--- config.mk ---
export PLATFORM = sky130hd
export DESIGN_NAME = ipf_top
export DESIGN_NICKNAME = d
export VERILOG_FILES = /design/src/ipf_pkg.sv /design/src/ipf_buf_reg.sv /design/src/ipf_len_ctr.sv /design/src/ipf_top.sv
export SDC_FILE = /design/constraint.sdc
export NUM_CORES = 1
export LEC_CHECK = 0
export BUFFER_PORTS_ARGS = -buffer_cell sky130_fd_sc_hd__buf_2
export CAP_MARGIN = 10
export CORE_UTILIZATION = 40
export DETAILED_ROUTE_END_ITERATION = 16
export PLACE_DENSITY = 0.65
export SLEW_MARGIN = 25
export SYNTH_ARGS = -nofsm -noshare
export SYNTH_HDL_FRONTEND = slang
export SYNTH_SLANG_ARGS = --single-unit
--- constraint.sdc ---
create_clock -name pclk -period 6.69 [get_ports pclk]
set_input_delay 0 -clock pclk [delete_from_list [all_inputs] [get_ports pclk]]
set_output_delay 0 -clock pclk [all_outputs]
set_load 0.005 [all_outputs]
--- src/ipf_pkg.sv ---
// constants and types shared by the instruction prefetch front end
package ipf_pkg;
  // address layout, most significant address bit is bit 23 of the vector
  localparam int IPF_AW = 24;
  localparam int IPF_PAR_BIT = 3;
  localparam int IPF_DW_LO = 3;
  localparam logic [23:0] IPF_INC_DW = 24'h000008;
  localparam logic [23:0] IPF_INC_2DW = 24'h000010;
  localparam logic [23:0] IPF_CTR_RST = 24'h000000;
  // front opcode register fields
  localparam int IPF_OP_HI = 31;
  localparam int IPF_OP_LO = 24;
  localparam int IPF_RF_HI = 23;
  localparam int IPF_RF_LO = 20;
  localparam int IPF_L2_HI = 19;
  localparam int IPF_L2_LO = 16;
  localparam logic [1:0] IPF_FMT_RR = 2'h0;
  localparam logic [1:0] IPF_FMT_SS = 2'h3;
  // register map
  localparam logic [7:0] IPF_OFF_COUNTER = 8'h00;
  localparam logic [7:0] IPF_OFF_STATUS = 8'h04;
  localparam logic [7:0] IPF_OFF_FRONT = 8'h08;
  localparam logic [7:0] IPF_OFF_OPCODES = 8'h0C;
  localparam logic [7:0] IPF_OFF_LENGTHS = 8'h10;
  localparam logic [7:0] IPF_OFF_CTRL = 8'h14;
  localparam int IPF_CTRL_EN = 0;
  localparam logic IPF_EN_RST = 1'b0;

  typedef enum logic [1:0] {
    IPF_FS_IDLE = 2'h0,
    IPF_FS_REQ = 2'h1
  } ipf_fetch_state_type;

  // instruction length in halfwords from the first two opcode bits
  function automatic logic [2:0] ipf_ilen(input logic [1:0] fmt);
    logic [2:0] len;
    len = (fmt == IPF_FMT_RR) ? 3'h1 : ((fmt == IPF_FMT_SS) ? 3'h3 : 3'h2);
    return len;
  endfunction
endpackage

--- src/ipf_buf_reg.sv ---
// one instruction buffer register with its valid flag
`timescale 1ns/1ps
`default_nettype none
module ipf_buf_reg
  import ipf_pkg::*;
#(
  parameter int W = 64
) (
  input wire logic pclk, // machine clock
  input wire logic presetn, // async reset, low
  input wire logic load, // write fetched word
  input wire logic [W-1:0] load_data, // fetched word
  input wire logic clear, // buffer consumed
  output logic [W-1:0] data, // held word
  output logic valid // word present
);
  logic [W-1:0] data_q, data_d;
  logic valid_q, valid_d;

  // set wins over clear so a landing word is never lost
  always_comb begin
    data_d = load ? load_data : data_q;
    valid_d = load ? 1'b1 : (clear ? 1'b0 : valid_q);
  end

  always_ff @(posedge pclk or negedge presetn) begin
    if (!presetn) begin
      data_q <= '0;
      valid_q <= 1'b0;
    end else begin
      data_q <= data_d;
      valid_q <= valid_d;
    end
  end

  assign data = data_q;
  assign valid = valid_q;

  property p_buf_set_wins;
    @(posedge pclk) disable iff (!presetn) load |=> valid_q && (data_q == $past(load_data));
  endproperty
  a_buf_set_wins: assert property (p_buf_set_wins) else $error("buffer load lost");
endmodule
`default_nettype wire

--- src/ipf_len_ctr.sv ---
// operand length down counter for storage-to-storage work
`timescale 1ns/1ps
`default_nettype none
module ipf_len_ctr
  import ipf_pkg::*;
#(
  parameter int W = 4
) (
  input wire logic pclk, // machine clock
  input wire logic presetn, // async reset, low
  input wire logic load, // take length field
  input wire logic [W-1:0] load_val, // length field
  input wire logic dec, // one byte processed
  output logic [W-1:0] count, // bytes left minus one
  output logic done // operand exhausted
);
  logic [W-1:0] count_q, count_d;
  logic done_q, done_d;

  // field holds length minus one, so a step at zero exhausts it
  always_comb begin
    count_d = count_q;
    done_d = done_q;
    if (load) begin
      count_d = load_val;
      done_d = 1'b0;
    end else if (dec && !done_q) begin
      if (count_q == '0) begin
        done_d = 1'b1;
      end else begin
        count_d = count_q - W'(1);
      end
    end
  end

  always_ff @(posedge pclk or negedge presetn) begin
    if (!presetn) begin
      count_q <= '0;
      done_q <= 1'b1;
    end else begin
      count_q <= count_d;
      done_q <= done_d;
    end
  end

  assign count = count_q;
  assign done = done_q;

  property p_len_step;
    @(posedge pclk) disable iff (!presetn)
      (!load && dec && !done_q && count_q != '0) |=> count_q == $past(count_q) - W'(1);
  endproperty
  a_len_step: assert property (p_len_step) else $error("length count did not step");
endmodule
`default_nettype wire

--- src/ipf_top.sv ---
// instruction prefetch, halfword gating and opcode staging front end
//
// The implementer's own choices: the register addresses and the APB slave port.
`timescale 1ns/1ps
`default_nettype none
module ipf_top
  import ipf_pkg::*;
(
  input wire logic pclk, // machine clock
  input wire logic presetn, // async reset, low
  input wire logic psel, // apb select
  input wire logic penable, // apb access phase
  input wire logic pwrite, // apb write
  input wire logic [7:0] paddr, // apb byte address
  input wire logic [31:0] pwdata, // apb write data
  output logic [31:0] prdata, // apb read data
  output logic pready, // apb ready
  output logic pslverr, // apb error
  output logic fetch_req, // storage fetch request
  output logic [20:0] fetch_dw_addr, // double word address
  output logic fetch_route, // return route used
  input wire logic fetch_ack, // controller took request
  input wire logic ret_valid, // word returning
  input wire logic ret_route, // route of returning word
  input wire logic [63:0] ret_data, // returning double word
  input wire logic dispatch_ready, // exec takes next op
  input wire logic first_exec_cycle, // first exec cycle
  input wire logic third_hw_need, // exec wants third halfword
  input wire logic len1_dec, // first operand byte done
  input wire logic len2_dec, // second operand byte done
  output logic dispatch, // op moved to exec, pulse
  output logic [11:0] fast_exec_opcode, // opcode and reg field
  output logic [7:0] exec_stage_opcode, // exec opcode
  output logic [7:0] last_cycle_opcode, // final cycle opcode
  output logic [3:0] putaway_reg_select, // result register
  output logic [15:0] exec_operand_hw, // second or third halfword
  output logic [3:0] first_operand_len, // first length counter
  output logic [3:0] second_operand_len, // second length counter
  output logic ss_done // both operands exhausted, pulse
);
  // ----------------------------------------------------------------
  // state declarations
  // ----------------------------------------------------------------
  logic [23:0] ctr_q, ctr_d;
  logic [23:0] addr_latch_q, addr_d;
  logic enable_q, enable_d;
  logic front_valid_q, front_valid_d;
  logic [31:0] front_q, front_d;
  logic [15:0] third_q, third_d;
  logic [1:0] pend_q, pend_d;
  ipf_fetch_state_type fs_q, fs_d;
  logic fetch_req_q, req_d;
  logic route_sel_q, rsel_d;
  logic [1:0] route_busy_q, busy_d, route_tgt_q, tgt_d, route_stale_q, stale_d;
  logic req_stale_q, rstale_d;
  logic [63:0] ret_latch_q, ret_latch_d;
  logic ret_vld_q, ret_route_q;
  logic [11:0] fast_q, fast_d;
  logic [7:0] exec_q, exec_d, last_q, last_d;
  logic [3:0] put_q, put_d;
  logic [15:0] op2_q, op2_d, op3_q, op3_d, opnd_q, opnd_d;
  logic is3_q, is3_d, disp_q, ss_act_q, ss_act_d, ss_done_q, ss_done_d;
  logic [31:0] prdata_q, prdata_d;
  logic pready_q, pready_d, pslverr_q, pslverr_d;
  logic [1:0] buf_set, buf_clr, buf_vld;
  logic [63:0] buf_data [2];
  logic [15:0] ring_hw [8];
  logic ring_vld [8];
  logic [3:0] len1_cnt, len2_cnt;
  logic len1_done, len2_done;

  // ----------------------------------------------------------------
  // buffer ring and gate select decode
  // ----------------------------------------------------------------
  for (genvar b = 0; b < 2; b++) begin : g_buf
    ipf_buf_reg #(.W(64)) u_buf (
      .pclk(pclk),
      .presetn(presetn),
      .load(buf_set[b]),
      .load_data(ret_latch_q),
      .clear(buf_clr[b]),
      .data(buf_data[b]),
      .valid(buf_vld[b])
    );
  end

  // halfword 0 is the left end of the even buffer, 7 the right of the odd
  for (genvar g = 0; g < 8; g++) begin : g_ring
    assign ring_hw[g] = buf_data[g / 4][63 - 16 * (g % 4) -: 16];
    assign ring_vld[g] = buf_vld[g / 4];
  end

  logic [2:0] gs, idx1, idx2, gate_len, front_len;
  logic [3:0] gs_sum;
  logic need_ok, can_gate, redirect, apb_done, own, oth, hit3, hit7, do_disp;
  assign gs = ctr_q[3:1];
  assign idx1 = gs + 3'h1;
  assign idx2 = gs + 3'h2;
  assign gate_len = ipf_ilen(ring_hw[gs][15:14]);
  assign front_len = ipf_ilen(front_q[IPF_OP_HI -: 2]);
  assign gs_sum = {1'b0, gs} + {1'b0, front_len};
  // only halfwords the instruction really spans must be present
  assign need_ok = ring_vld[gs] && (gate_len < 3'h2 || ring_vld[idx1])
                   && (gate_len < 3'h3 || ring_vld[idx2]);
  assign can_gate = enable_q && !front_valid_q && need_ok && !redirect;
  assign do_disp = front_valid_q && dispatch_ready && !redirect;
  assign hit3 = gs == 3'h3 || (gate_len > 3'h1 && idx1 == 3'h3)
                || (gate_len > 3'h2 && idx2 == 3'h3);
  assign hit7 = gs == 3'h7 || (gate_len > 3'h1 && idx1 == 3'h7)
                || (gate_len > 3'h2 && idx2 == 3'h7);
  assign own = ctr_q[IPF_PAR_BIT];
  assign oth = ~ctr_q[IPF_PAR_BIT];
  assign apb_done = psel && penable && pready_q;
  assign redirect = apb_done && pwrite && paddr == IPF_OFF_COUNTER;

  // ----------------------------------------------------------------
  // counter, front opcode register and buffer release
  // ----------------------------------------------------------------
  // a buffer is released as soon as its last halfword is gated,
  // which lets the refill start while that instruction still waits
  always_comb begin
    ctr_d = ctr_q;
    front_valid_d = front_valid_q;
    front_d = front_q;
    third_d = third_q;
    buf_clr = 2'b00;
    if (redirect) begin
      ctr_d = {pwdata[23:1], 1'b0};
      front_valid_d = 1'b0;
      buf_clr = 2'b11;
    end else if (do_disp) begin
      // new gate select copied back, carry goes in at bit 4
      ctr_d = {ctr_q[23:4] + {19'h0, gs_sum[3]}, gs_sum[2:0], 1'b0};
      front_valid_d = 1'b0;
    end else if (can_gate) begin
      front_valid_d = 1'b1;
      front_d[31:16] = ring_hw[gs];
      front_d[15:0] = (gate_len == 3'h1) ? 16'h0000 : ring_hw[idx1];
      third_d = (gate_len == 3'h3) ? ring_hw[idx2] : 16'h0000;
      buf_clr = {hit7, hit3};
    end
  end

  // ----------------------------------------------------------------
  // fetch issue, return routes and return latch
  // ----------------------------------------------------------------
  // fetch priority: the word under the counter when nothing is gated,
  // then the next word (plus 8), then the one after (plus 16)
  always_comb begin
    fs_d = fs_q;
    req_d = fetch_req_q;
    addr_d = addr_latch_q;
    pend_d = pend_q;
    rsel_d = route_sel_q;
    busy_d = route_busy_q;
    tgt_d = route_tgt_q;
    stale_d = route_stale_q;
    rstale_d = req_stale_q;
    buf_set = 2'b00;
    ret_latch_d = ret_valid ? ret_data : ret_latch_q;
    if (ret_vld_q && route_busy_q[ret_route_q]) begin
      busy_d[ret_route_q] = 1'b0;
      if (!route_stale_q[ret_route_q] && !redirect) begin
        buf_set[route_tgt_q[ret_route_q]] = 1'b1;
        pend_d[route_tgt_q[ret_route_q]] = 1'b0;
      end
    end
    // words already on their way for the old stream are thrown away
    if (redirect) begin
      pend_d = 2'b00;
      stale_d = busy_d;
      rstale_d = fetch_req_q;
    end
    case (fs_q)
      IPF_FS_IDLE: begin
        if (enable_q && !redirect && !route_busy_q[route_sel_q]) begin
          if (!front_valid_q && !buf_vld[own] && !pend_q[own]) begin
            addr_d = ctr_q;
            pend_d[own] = 1'b1;
            req_d = 1'b1;
            fs_d = IPF_FS_REQ;
          end else if (!buf_vld[oth] && !pend_q[oth]) begin
            addr_d = ctr_q + IPF_INC_DW;
            pend_d[oth] = 1'b1;
            req_d = 1'b1;
            fs_d = IPF_FS_REQ;
          end else if (!buf_vld[own] && !pend_q[own]) begin
            addr_d = ctr_q + IPF_INC_2DW;
            pend_d[own] = 1'b1;
            req_d = 1'b1;
            fs_d = IPF_FS_REQ;
          end
        end
      end
      IPF_FS_REQ: begin
        if (fetch_ack) begin
          req_d = 1'b0;
          fs_d = IPF_FS_IDLE;
          busy_d[route_sel_q] = 1'b1;
          tgt_d[route_sel_q] = addr_latch_q[IPF_PAR_BIT];
          stale_d[route_sel_q] = req_stale_q || redirect;
          rsel_d = ~route_sel_q;
          rstale_d = 1'b0;
        end
      end
      default: begin
        fs_d = IPF_FS_IDLE;
        req_d = 1'b0;
      end
    endcase
  end

  // ----------------------------------------------------------------
  // opcode stage registers
  // ----------------------------------------------------------------
  // fast unit gets the register-to-register class, the rest go to exec
  always_comb begin
    fast_d = fast_q;
    exec_d = exec_q;
    put_d = put_q;
    op2_d = op2_q;
    op3_d = op3_q;
    is3_d = is3_q;
    ss_act_d = ss_act_q;
    ss_done_d = 1'b0;
    if (do_disp) begin
      if (front_q[IPF_OP_HI -: 2] == IPF_FMT_RR) begin
        fast_d = front_q[IPF_OP_HI:IPF_RF_LO];
      end else begin
        exec_d = front_q[IPF_OP_HI:IPF_OP_LO];
      end
      put_d = front_q[IPF_RF_HI:IPF_RF_LO];
      op2_d = front_q[15:0];
      op3_d = third_q;
      is3_d = front_len == 3'h3;
      ss_act_d = front_q[IPF_OP_HI -: 2] == IPF_FMT_SS;
    end else if (ss_act_q && len1_done && len2_done) begin
      ss_act_d = 1'b0;
      ss_done_d = 1'b1;
    end
    // last cycle copy lets exec take the next opcode early
    last_d = first_exec_cycle ? exec_q : last_q;
    opnd_d = (third_hw_need && is3_q) ? op3_q : op2_q;
  end

  ipf_len_ctr #(.W(4)) u_len1 (
    .pclk(pclk),
    .presetn(presetn),
    .load(do_disp && front_q[IPF_OP_HI -: 2] == IPF_FMT_SS),
    .load_val(front_q[IPF_RF_HI:IPF_RF_LO]),
    .dec(len1_dec),
    .count(len1_cnt),
    .done(len1_done)
  );

  ipf_len_ctr #(.W(4)) u_len2 (
    .pclk(pclk),
    .presetn(presetn),
    .load(do_disp && front_q[IPF_OP_HI -: 2] == IPF_FMT_SS),
    .load_val(front_q[IPF_L2_HI:IPF_L2_LO]),
    .dec(len2_dec),
    .count(len2_cnt),
    .done(len2_done)
  );

  // ----------------------------------------------------------------
  // apb slave, one wait state on every access
  // ----------------------------------------------------------------
  always_comb begin
    pready_d = psel && penable && !pready_q;
    prdata_d = prdata_q;
    pslverr_d = 1'b0;
    enable_d = enable_q;
    if (psel && penable && !pready_q) begin
      prdata_d = 32'h00000000;
      case (paddr)
        IPF_OFF_COUNTER: prdata_d = {8'h00, ctr_q};
        IPF_OFF_STATUS: prdata_d = {20'h00000, !need_ok && !front_valid_q, fetch_req_q,
                                    route_busy_q, pend_q, buf_vld, front_valid_q, gs};
        IPF_OFF_FRONT: prdata_d = front_q;
        IPF_OFF_OPCODES: prdata_d = {4'h0, fast_q, exec_q, last_q};
        IPF_OFF_LENGTHS: prdata_d = {20'h00000, put_q, len1_cnt, len2_cnt};
        IPF_OFF_CTRL: prdata_d = {31'h00000000, enable_q};
        default: pslverr_d = 1'b1;
      endcase
    end
    if (apb_done && pwrite && paddr == IPF_OFF_CTRL) begin
      enable_d = pwdata[IPF_CTRL_EN];
    end
  end

  // ----------------------------------------------------------------
  // registers
  // ----------------------------------------------------------------
  always_ff @(posedge pclk or negedge presetn) begin
    if (!presetn) begin
      ctr_q <= IPF_CTR_RST;
      addr_latch_q <= IPF_CTR_RST;
      enable_q <= IPF_EN_RST;
      front_valid_q <= 1'b0;
      front_q <= 32'h00000000;
      third_q <= 16'h0000;
      pend_q <= 2'b00;
      fs_q <= IPF_FS_IDLE;
      fetch_req_q <= 1'b0;
      route_sel_q <= 1'b0;
      route_busy_q <= 2'b00;
      route_tgt_q <= 2'b00;
      route_stale_q <= 2'b00;
      req_stale_q <= 1'b0;
      ret_latch_q <= 64'h0000000000000000;
      ret_vld_q <= 1'b0;
      ret_route_q <= 1'b0;
      fast_q <= 12'h000;
      exec_q <= 8'h00;
      last_q <= 8'h00;
      put_q <= 4'h0;
      op2_q <= 16'h0000;
      op3_q <= 16'h0000;
      opnd_q <= 16'h0000;
      is3_q <= 1'b0;
      disp_q <= 1'b0;
      ss_act_q <= 1'b0;
      ss_done_q <= 1'b0;
      prdata_q <= 32'h00000000;
      pready_q <= 1'b0;
      pslverr_q <= 1'b0;
    end else begin
      ctr_q <= ctr_d;
      addr_latch_q <= addr_d;
      enable_q <= enable_d;
      front_valid_q <= front_valid_d;
      front_q <= front_d;
      third_q <= third_d;
      pend_q <= pend_d;
      fs_q <= fs_d;
      fetch_req_q <= req_d;
      route_sel_q <= rsel_d;
      route_busy_q <= busy_d;
      route_tgt_q <= tgt_d;
      route_stale_q <= stale_d;
      req_stale_q <= rstale_d;
      ret_latch_q <= ret_latch_d;
      ret_vld_q <= ret_valid;
      ret_route_q <= ret_route;
      fast_q <= fast_d;
      exec_q <= exec_d;
      last_q <= last_d;
      put_q <= put_d;
      op2_q <= op2_d;
      op3_q <= op3_d;
      opnd_q <= opnd_d;
      is3_q <= is3_d;
      disp_q <= do_disp;
      ss_act_q <= ss_act_d;
      ss_done_q <= ss_done_d;
      prdata_q <= prdata_d;
      pready_q <= pready_d;
      pslverr_q <= pslverr_d;
    end
  end

  // byte select bits stay behind in the address latch
  assign fetch_dw_addr = addr_latch_q[23:IPF_DW_LO];
  assign fetch_req = fetch_req_q;
  assign fetch_route = route_sel_q;
  assign prdata = prdata_q;
  assign pready = pready_q;
  assign pslverr = pslverr_q;
  assign dispatch = disp_q;
  assign fast_exec_opcode = fast_q;
  assign exec_stage_opcode = exec_q;
  assign last_cycle_opcode = last_q;
  assign putaway_reg_select = put_q;
  assign exec_operand_hw = opnd_q;
  assign first_operand_len = len1_cnt;
  assign second_operand_len = len2_cnt;
  assign ss_done = ss_done_q;

  // ----------------------------------------------------------------
  // checks
  // ----------------------------------------------------------------
  property p_hw_align;
    @(posedge pclk) disable iff (!presetn) ctr_q[0] == 1'b0;
  endproperty
  a_hw_align: assert property (p_hw_align) else $error("counter off halfword");

  property p_word_lands;
    @(posedge pclk) disable iff (!presetn)
      (ret_vld_q && route_busy_q[ret_route_q] && !route_stale_q[ret_route_q] && !redirect)
      |=> buf_vld[$past(route_tgt_q[ret_route_q])];
  endproperty
  a_word_lands: assert property (p_word_lands) else $error("fetched word not held");

  property p_plus8;
    @(posedge pclk) disable iff (!presetn)
      ($rose(fetch_req_q) && addr_latch_q[3] != $past(ctr_q[3]))
      |-> addr_latch_q == $past(ctr_q) + IPF_INC_DW;
  endproperty
  a_plus8: assert property (p_plus8) else $error("refill not at plus 8");

  property p_plus16;
    @(posedge pclk) disable iff (!presetn)
      ($rose(fetch_req_q) && addr_latch_q != $past(ctr_q) && addr_latch_q[3] == $past(ctr_q[3]))
      |-> addr_latch_q == $past(ctr_q) + IPF_INC_2DW;
  endproperty
  a_plus16: assert property (p_plus16) else $error("refill not at plus 16");

  property p_route_alt;
    @(posedge pclk) disable iff (!presetn)
      (fetch_req_q && fetch_ack) |=> route_sel_q != $past(route_sel_q)
      && route_tgt_q[$past(route_sel_q)] == $past(addr_latch_q[3]);
  endproperty
  a_route_alt: assert property (p_route_alt) else $error("route not alternated");

  property p_front_hold;
    @(posedge pclk) disable iff (!presetn)
      (front_valid_q && !dispatch_ready && !redirect) |=> $stable(front_q) && front_valid_q;
  endproperty
  a_front_hold: assert property (p_front_hold) else $error("front opcode moved");

  property p_carry;
    @(posedge pclk) disable iff (!presetn)
      (do_disp && gs_sum[3]) |=> ctr_q[23:4] == $past(ctr_q[23:4]) + 20'h00001;
  endproperty
  a_carry: assert property (p_carry) else $error("gate carry not added");

  property p_last_cycle;
    @(posedge pclk) disable iff (!presetn)
      first_exec_cycle |=> last_cycle_opcode == $past(exec_q);
  endproperty
  a_last_cycle: assert property (p_last_cycle) else $error("last cycle opcode wrong");

  c_two_out: cover property (@(posedge pclk) disable iff (!presetn) route_busy_q == 2'b11);
  c_carry: cover property (@(posedge pclk) disable iff (!presetn) do_disp && gs_sum[3]);
  c_ss_done: cover property (@(posedge pclk) disable iff (!presetn) ss_done_q);
endmodule
`default_nettype wire

Word-level counts from Yosys, hierarchy flattened:

Cells that the tools add are included.

* logic and storage cells: 302
* input bits: 117
* memory bits (read-only): 0
* memory bits (writable): 0
* output and inout port bits: 115
* register bits after elaboration: 435
* memories kept: 0
* latch bits: 0

* mux-type cells: 118
* $add $sub $neg: 8
* magnitude comparators: 17
* shift operators: 0
* reductions and logical operators: 83
* multipliers: 0
* div/mod/pow operators: 0
* equal/unequal tests: 22
* bitwise operators: 15

Operators by type and width (count)
* $pmux 32 s6: 1
* $bmux 16 s3: 3
* $mux 16: 9
* $mux 24: 5
* $mux 1: 56
* $mux 2: 26
* $logic_and 1x1->1: 37
* $add 24x4->24 const B: 1
* $add 24x5->24 const B: 1
* $mux 4: 6
* $add 20x1->20: 1
* $eq 8x4->1 const B: 2
* $eq 8x5->1 const B: 2
* $reduce_bool 2->1: 8
* $reduce_and 2->1: 7
* $ge 4x4->1 const B: 3
* $logic_not 1->1: 12
* $not 3->4: 3
* $lt 1x2->1 const B: 5
* $bmux 1 s3: 3
* $eq 3x2->1 const B: 3
* $eq 3x3->1 const B: 3
* $reduce_and 3->1: 3
* $eq 2x2->1 const B: 4
* 27 further kinds: 59

Logic depth before layout (Yosys ltp):

* depth after elaboration: 18
* mapped depth: 14
* gate-level depth less buffers: 14

Hierarchy:

Synthesis repeated with hierarchy kept, for this count alone.

* cell total of the unflattened synthesis: 1679
* area total of the unflattened synthesis: 21451.8 um^2

Modules (own cells, without submodules)
* ipf_top: sequential area each 7231.9 um^2, area each 15616.2 um^2, cells an instance 1345, instances 1
* ipf_buf_reg: sequential area each 1626.6 um^2, area each 2615.0 um^2, cells an instance 138, instances 2
* ipf_len_ctr: sequential area each 126.4 um^2, area each 302.8 um^2, cells an instance 29, instances 2

Worst setup path after synthesis:

Ideal clock, no wire load.

* path type: register to register
* from: register ctr_q[1]
* to: register front_q[10]
* slack: 3.197 ns
* path buffers: 6
* data required time: 6.556 ns
* arrival time: 3.359 ns
* cell stages (with the launch flop): 12
* clock period less this slack: 3.493 ns
* setup time: 0.134 ns
* cell sequence: dfrtp_1 buf_4 buf_2 clkbuf_1 buf_2 inv_1 ha_1 clkbuf_1 clkbuf_1 mux4_2 mux2i_1 o31ai_1

* longest elaborated chain between the ends: 14
* elaborated cells on any way between the ends: 35
* classes of those cells: 2 x add/sub; 2 x order compare; 2 x eq/ne; 18 x mux; 3 x bitwise; 8 x reduce/logical

RTL lines
* start: declaration: RTL line ipf_top.sv:44 `logic [23:0] ctr_q, ctr_d;`
* start signal: assignment: RTL line ipf_top.sv:329 `ctr_q <= ctr_d;`
* $not 3->4 (not written as such): RTL line ipf_top.sv:99, ipf_top.sv:103
* $bmux 16 s3: RTL line ipf_top.sv:99 `assign gate_len = ipf_ilen(ring_hw[gs][15:14]);`
* $mux 16 (not written as such) (2 in a row): RTL line ipf_top.sv:99
* $eq 2x2->1: RTL line ipf_pkg.sv:37 `len = (fmt == IPF_FMT_RR) ? 3'h1 : ((fmt == IPF_FMT_SS) ? 3'h3 : 3'h2);`
* $mux 1: RTL line ipf_pkg.sv:37
* $mux 2: RTL line ipf_pkg.sv:37
* $lt 2x2->1: RTL line ipf_top.sv:103 `assign need_ok = ring_vld[gs] && (gate_len < 3'h2 || ring_vld[idx1])`
* $logic_or 1x1->1: RTL line ipf_top.sv:103
* $logic_and 1x1->1: RTL line ipf_top.sv:103
* $logic_and 1x1->1: RTL line ipf_top.sv:104 `&& (gate_len < 3'h3 || ring_vld[idx2]);`
* $logic_and 1x1->1 (2 in a row): RTL line ipf_top.sv:105 `assign can_gate = enable_q && !front_valid_q && need_ok && !redirect;`
* $reduce_and 3->1 (no line)
* end signal: assignment: RTL line ipf_top.sv:333 `front_q <= front_d;`
* end: declaration: RTL line ipf_top.sv:48 `logic [31:0] front_q, front_d;`

Several ways; a longest one is shown, not always the timed one. The select of a mux whose other input is x is not followed.
A chain may end at the register's enable or synchronous reset.

Final worst setup path:

* from: register ctr_q[2]
* to: register front_valid_q

* longest elaborated chain between the ends: 14
* elaborated cells on any way between the ends: 30
* classes of those cells: 2 x add/sub; 2 x order compare; 1 x eq/ne; 14 x mux; 3 x bitwise; 8 x reduce/logical

RTL lines
* $not 3->4 (not written as such): RTL line ipf_top.sv:99, ipf_top.sv:103
* $bmux 16 s3: RTL line ipf_top.sv:99
* $mux 16 (not written as such) (2 in a row): RTL line ipf_top.sv:99
* $eq 2x2->1: RTL line ipf_pkg.sv:37
* $mux 1: RTL line ipf_pkg.sv:37
* $mux 2: RTL line ipf_pkg.sv:37
* $lt 2x2->1: RTL line ipf_top.sv:103
* $logic_or 1x1->1: RTL line ipf_top.sv:103
* $logic_and 1x1->1: RTL line ipf_top.sv:103
* $logic_and 1x1->1 *: RTL line ipf_top.sv:104
* $logic_and 1x1->1 * (2 in a row): RTL line ipf_top.sv:105
* $reduce_bool 3->1 (no line) *
* end signal: assignment: RTL line ipf_top.sv:332 `front_valid_q <= front_valid_d;`
* end: declaration: RTL line ipf_top.sv:47 `logic front_valid_q, front_valid_d;`

Mark *: on every way between the ends. The rest lies on a longest branch, timed or not. The select of a mux whose other input is x is not followed.

==> qor.txt <==
Status = finished clean
Number of cells after detailed placement = 2374
DR vias/cell = 5.48
RSZ-0062 raised after global routing = false
Final hold violation count = 0
Largest net degree at the start of global routing = 178
Final GP Congestion = 0.865
DPL Wire Length = 37000 um
DIE AREA = 51200 um2
Finished Layout Cells = 2560
Initial Util = 0.409
Hold Path End = ret_vld_q$_DFF_PN0_
Worst setup path startpoint = ctr_q[2]$_DFFE_PN0N_
Setup tns final = 0 ns
Post-Synth Simple-Gate Area = 0.0667
Total GRT Usage = 0.214
Grt total ovfl = 0
R2R Setup Slk = 3.22 ns
Share of the synthesized area in the top cell type = 0.531
Post-Route WL = 53800 um
P per Cell Area = 263 nW/um2
Worst Hold Depth = 2
First-pass GRT wire length = 83500 um
Final worst setup slack = 3.22 ns
Ranking of synthesized cells by area = dfrtp_1 53%, mux2_2 16%, mux4_2 7.3%
Mux contribution to synthesized area = 0.274
Synth area leader = dfrtp_1
Worst-Margin Slew = 0.992 ns
Kind of critical path = reg2reg
Clk slew on worst S/H paths = 0.06 ns
Post-synth EDFFs = 0
Total power = 6420 uW
Compound-Gate Fraction of Synth Area = 0.0690
Slew HR = 0.338
Final ANT Viol Nets = 0
DRC viols = 0
# Post-CTS Setup Buffers = 0
Vias in the first global route = 14100
Post-place setup slack = 2.97 ns
CTS Hold Bufs = 99
Post-Syn Nets = 1710
First-pass DRT Iterations = 7
Area Growth Syn to Fin = 21.3%
Critical Path RT = 7.12 ns
Via Count = 14000
CTS Root Cell = clkbuf_16
Placed Area = 21900 um2
Clock Sinks = 429
WL/cell = 21.0 um
Post-Syn Area = 20100 um2
Critical Path Start Type = flip-flop
Layout fillers = 4441
Port bufs = 223
Leakage = 0.0110 uW
Die width = 226 um
Reg2reg start = ctr_q[2]$_DFFE_PN0N_
Max H-tree Level = 2
Period utilization = 0.519
Peak VDD IR = 0.000201 V
Max cap viols = 0
Num ports = 232
Post-route cell area = 24400 um2
Yosys cell types = 56
Worst clock skew = 0.0146 ns
Worst hold path startpoint = ret_valid
Synth warnings = 0
Worst r2r dst = front_valid_q$_DFFE_PN0P_
Chip height = 226 um
TritonCTS clock tree = yes
Max FO, Critical Path = 53
Largest family of logic cells by synthesized area = multiplexers
Clk_lat worst skew = 0.58 ns
Adder-Cell Fraction of Synth Area = 0.0109
Synthesized area per cell = 12.8 um2
Post-synth ARST share = 1.00
XOR/XNOR Fraction of Synth Area = 0.0196
Period minus WS final = 3.47 ns
Post-Syn Instances = 1576
Starting DRT DRC Count = 1105
Endpoints failing setup = 0
Crit path DAT = 3.90 ns
Clock Path Buffers = 3
Core box area = 49300 um2
Cts repair resizes = 0
Sequential fraction of the synthesis area = 0.534
Nets = 1995
Hold Path Class = in2reg
Max Transition Viols Final = 0
Share of layout cells above drive strength 1 = 0.356
Crit. End Element = flip-flop
Initial antenna violation count = 1
Post-synth top flop = dfrtp_1
Row cnt = 81
Max Clock Freq = 0.288 GHz
CTS buffer count = 47
Seq cells post-synth = 429
Worst r2r path cells = 7
-- cell usage in the layout (no fill, tap or decap), types with 21 or more instances in the layout --
cell           count
a222oi_1          22
mux2_2           279
nor2_1            49
dlygate4sd3_1    100
nand3_1           22
o21ai_0          107
clkbuf_16         49
mux2i_1           91
mux4_2            65
o31ai_1           32
dfrtp_1          425
buf_2            222
buf_4             21
nand2_1          169
xnor2_1           28
-- worst max-delay path by stage --
stage / depth (start not counted) / endpoint / slack (ns)
after floorplan: 11 / front_q[10]$_DFFE_PN0P_ / 3.20
after global placement: 11 / ctr_q[18]$_DFFE_PN0N_ / 3.01
after detailed placement: 11 / ctr_q[18]$_DFFE_PN0N_ / 2.97
after CTS: 6 / front_valid_q$_DFFE_PN0P_ / 2.93
after global routing: 7 / front_valid_q$_DFFE_PN0P_ / 2.96
final: 7 / front_valid_q$_DFFE_PN0P_ / 3.22
-- routing by layer --
layer	global-route usage	vias to the layer above	routed length (um)
met4	0.0654	0	1440
met1	0.308	7181	24900
met2	0.330	441	24300
li1	-	6337	-
met5	0	-	0
met3	0.0352	80	3120
-- registers in the layout (all words and copies together) (netlist names), 8 cells and up --
signal and flops:
op3_q 16, g_buf.u_buf.data 128, fast_exec_opcode 12, exec_stage_opcode 8
ret_latch_q 64, third_q 16, op2_q 16, addr_latch_q 21
ctr_q 23, front_q 32, last_cycle_opcode 8, exec_operand_hw 16
prdata 32
-- layout make-up --
class	instances	area, um2	area share
clock inverter	6	82.6	0.00338
multi-input combinational	1016	8910	0.365
inverter	20	75.1	0.00308
sequential	429	10700	0.440
tap	664	831	0.0340
antenna	1	2.50	0.000103
timing repair buffer	347	2360	0.0967
clock buffer	77	1410	0.0578
-- cell usage after synthesis (2+ instances only) --
cell	count
nor3b_1	11
ha_1	16
buf_1	19
a21oi_1	14
a211oi_1	4
a221oi_1	5
a222oi_1	22
a311o_1	2
o21bai_1	2
buf_2	19
nor2b_1	6
nor2_1	51
nor3_1	14
a22oi_1	12
nand4_1	4
nand3b_1	3
dfrtp_1	427
mux2_2	279
buf_4	3
nor4_1	4
inv_1	17
o21ai_0	107
clkbuf_1	70
and3_1	3
xnor2_1	28
o31ai_1	32
or3_1	3
xor2_1	17
nand3_1	22
or4_1	3
mux4_2	65
inv_2	3
and2_1	3
nand2b_1	5
nand2_1	169
dfstp_2	2
mux2i_1	91
-- power breakdown --
| part | switching [uW] | internal, uW | total [uW] |
|---|---|---|---|
| Clock | 1020 | 1510 | 2530 |
| Sequential | 222 | 2810 | 3030 |
| Combinational | 392 | 464 | 856 |
-- worst max-delay path: stages, from the launching register on --
cell and delay, ns:
dfrtp_1 0.35, buf_4 0.28, inv_2 0.59, mux4_2 0.49, o211a_1 0.22, a21bo_2 0.80
buf_4 0.40, o21ai_0 0.14
-- logic make-up after synthesis --
family | after synthesis
multiplexers | 435
buffers and inverters | 131
AO/OA/AOI/OAI | 214
AND/OR/NAND/NOR | 305
XOR/XNOR | 45
adder cells (fa/ha/maj) | 17
flip-flops | 429
-- per-stage QoR --
step           hold WS [ns]   util
2_1_floorplan        -0.296      -
3_3_place_gp          0.114  0.444
3_5_place_dp          0.117  0.444
4_1_cts              0.0101  0.494
5_1_grt              0.0311  0.496
6_report             0.0369  0.496
(Power assumes the default switching activity.)
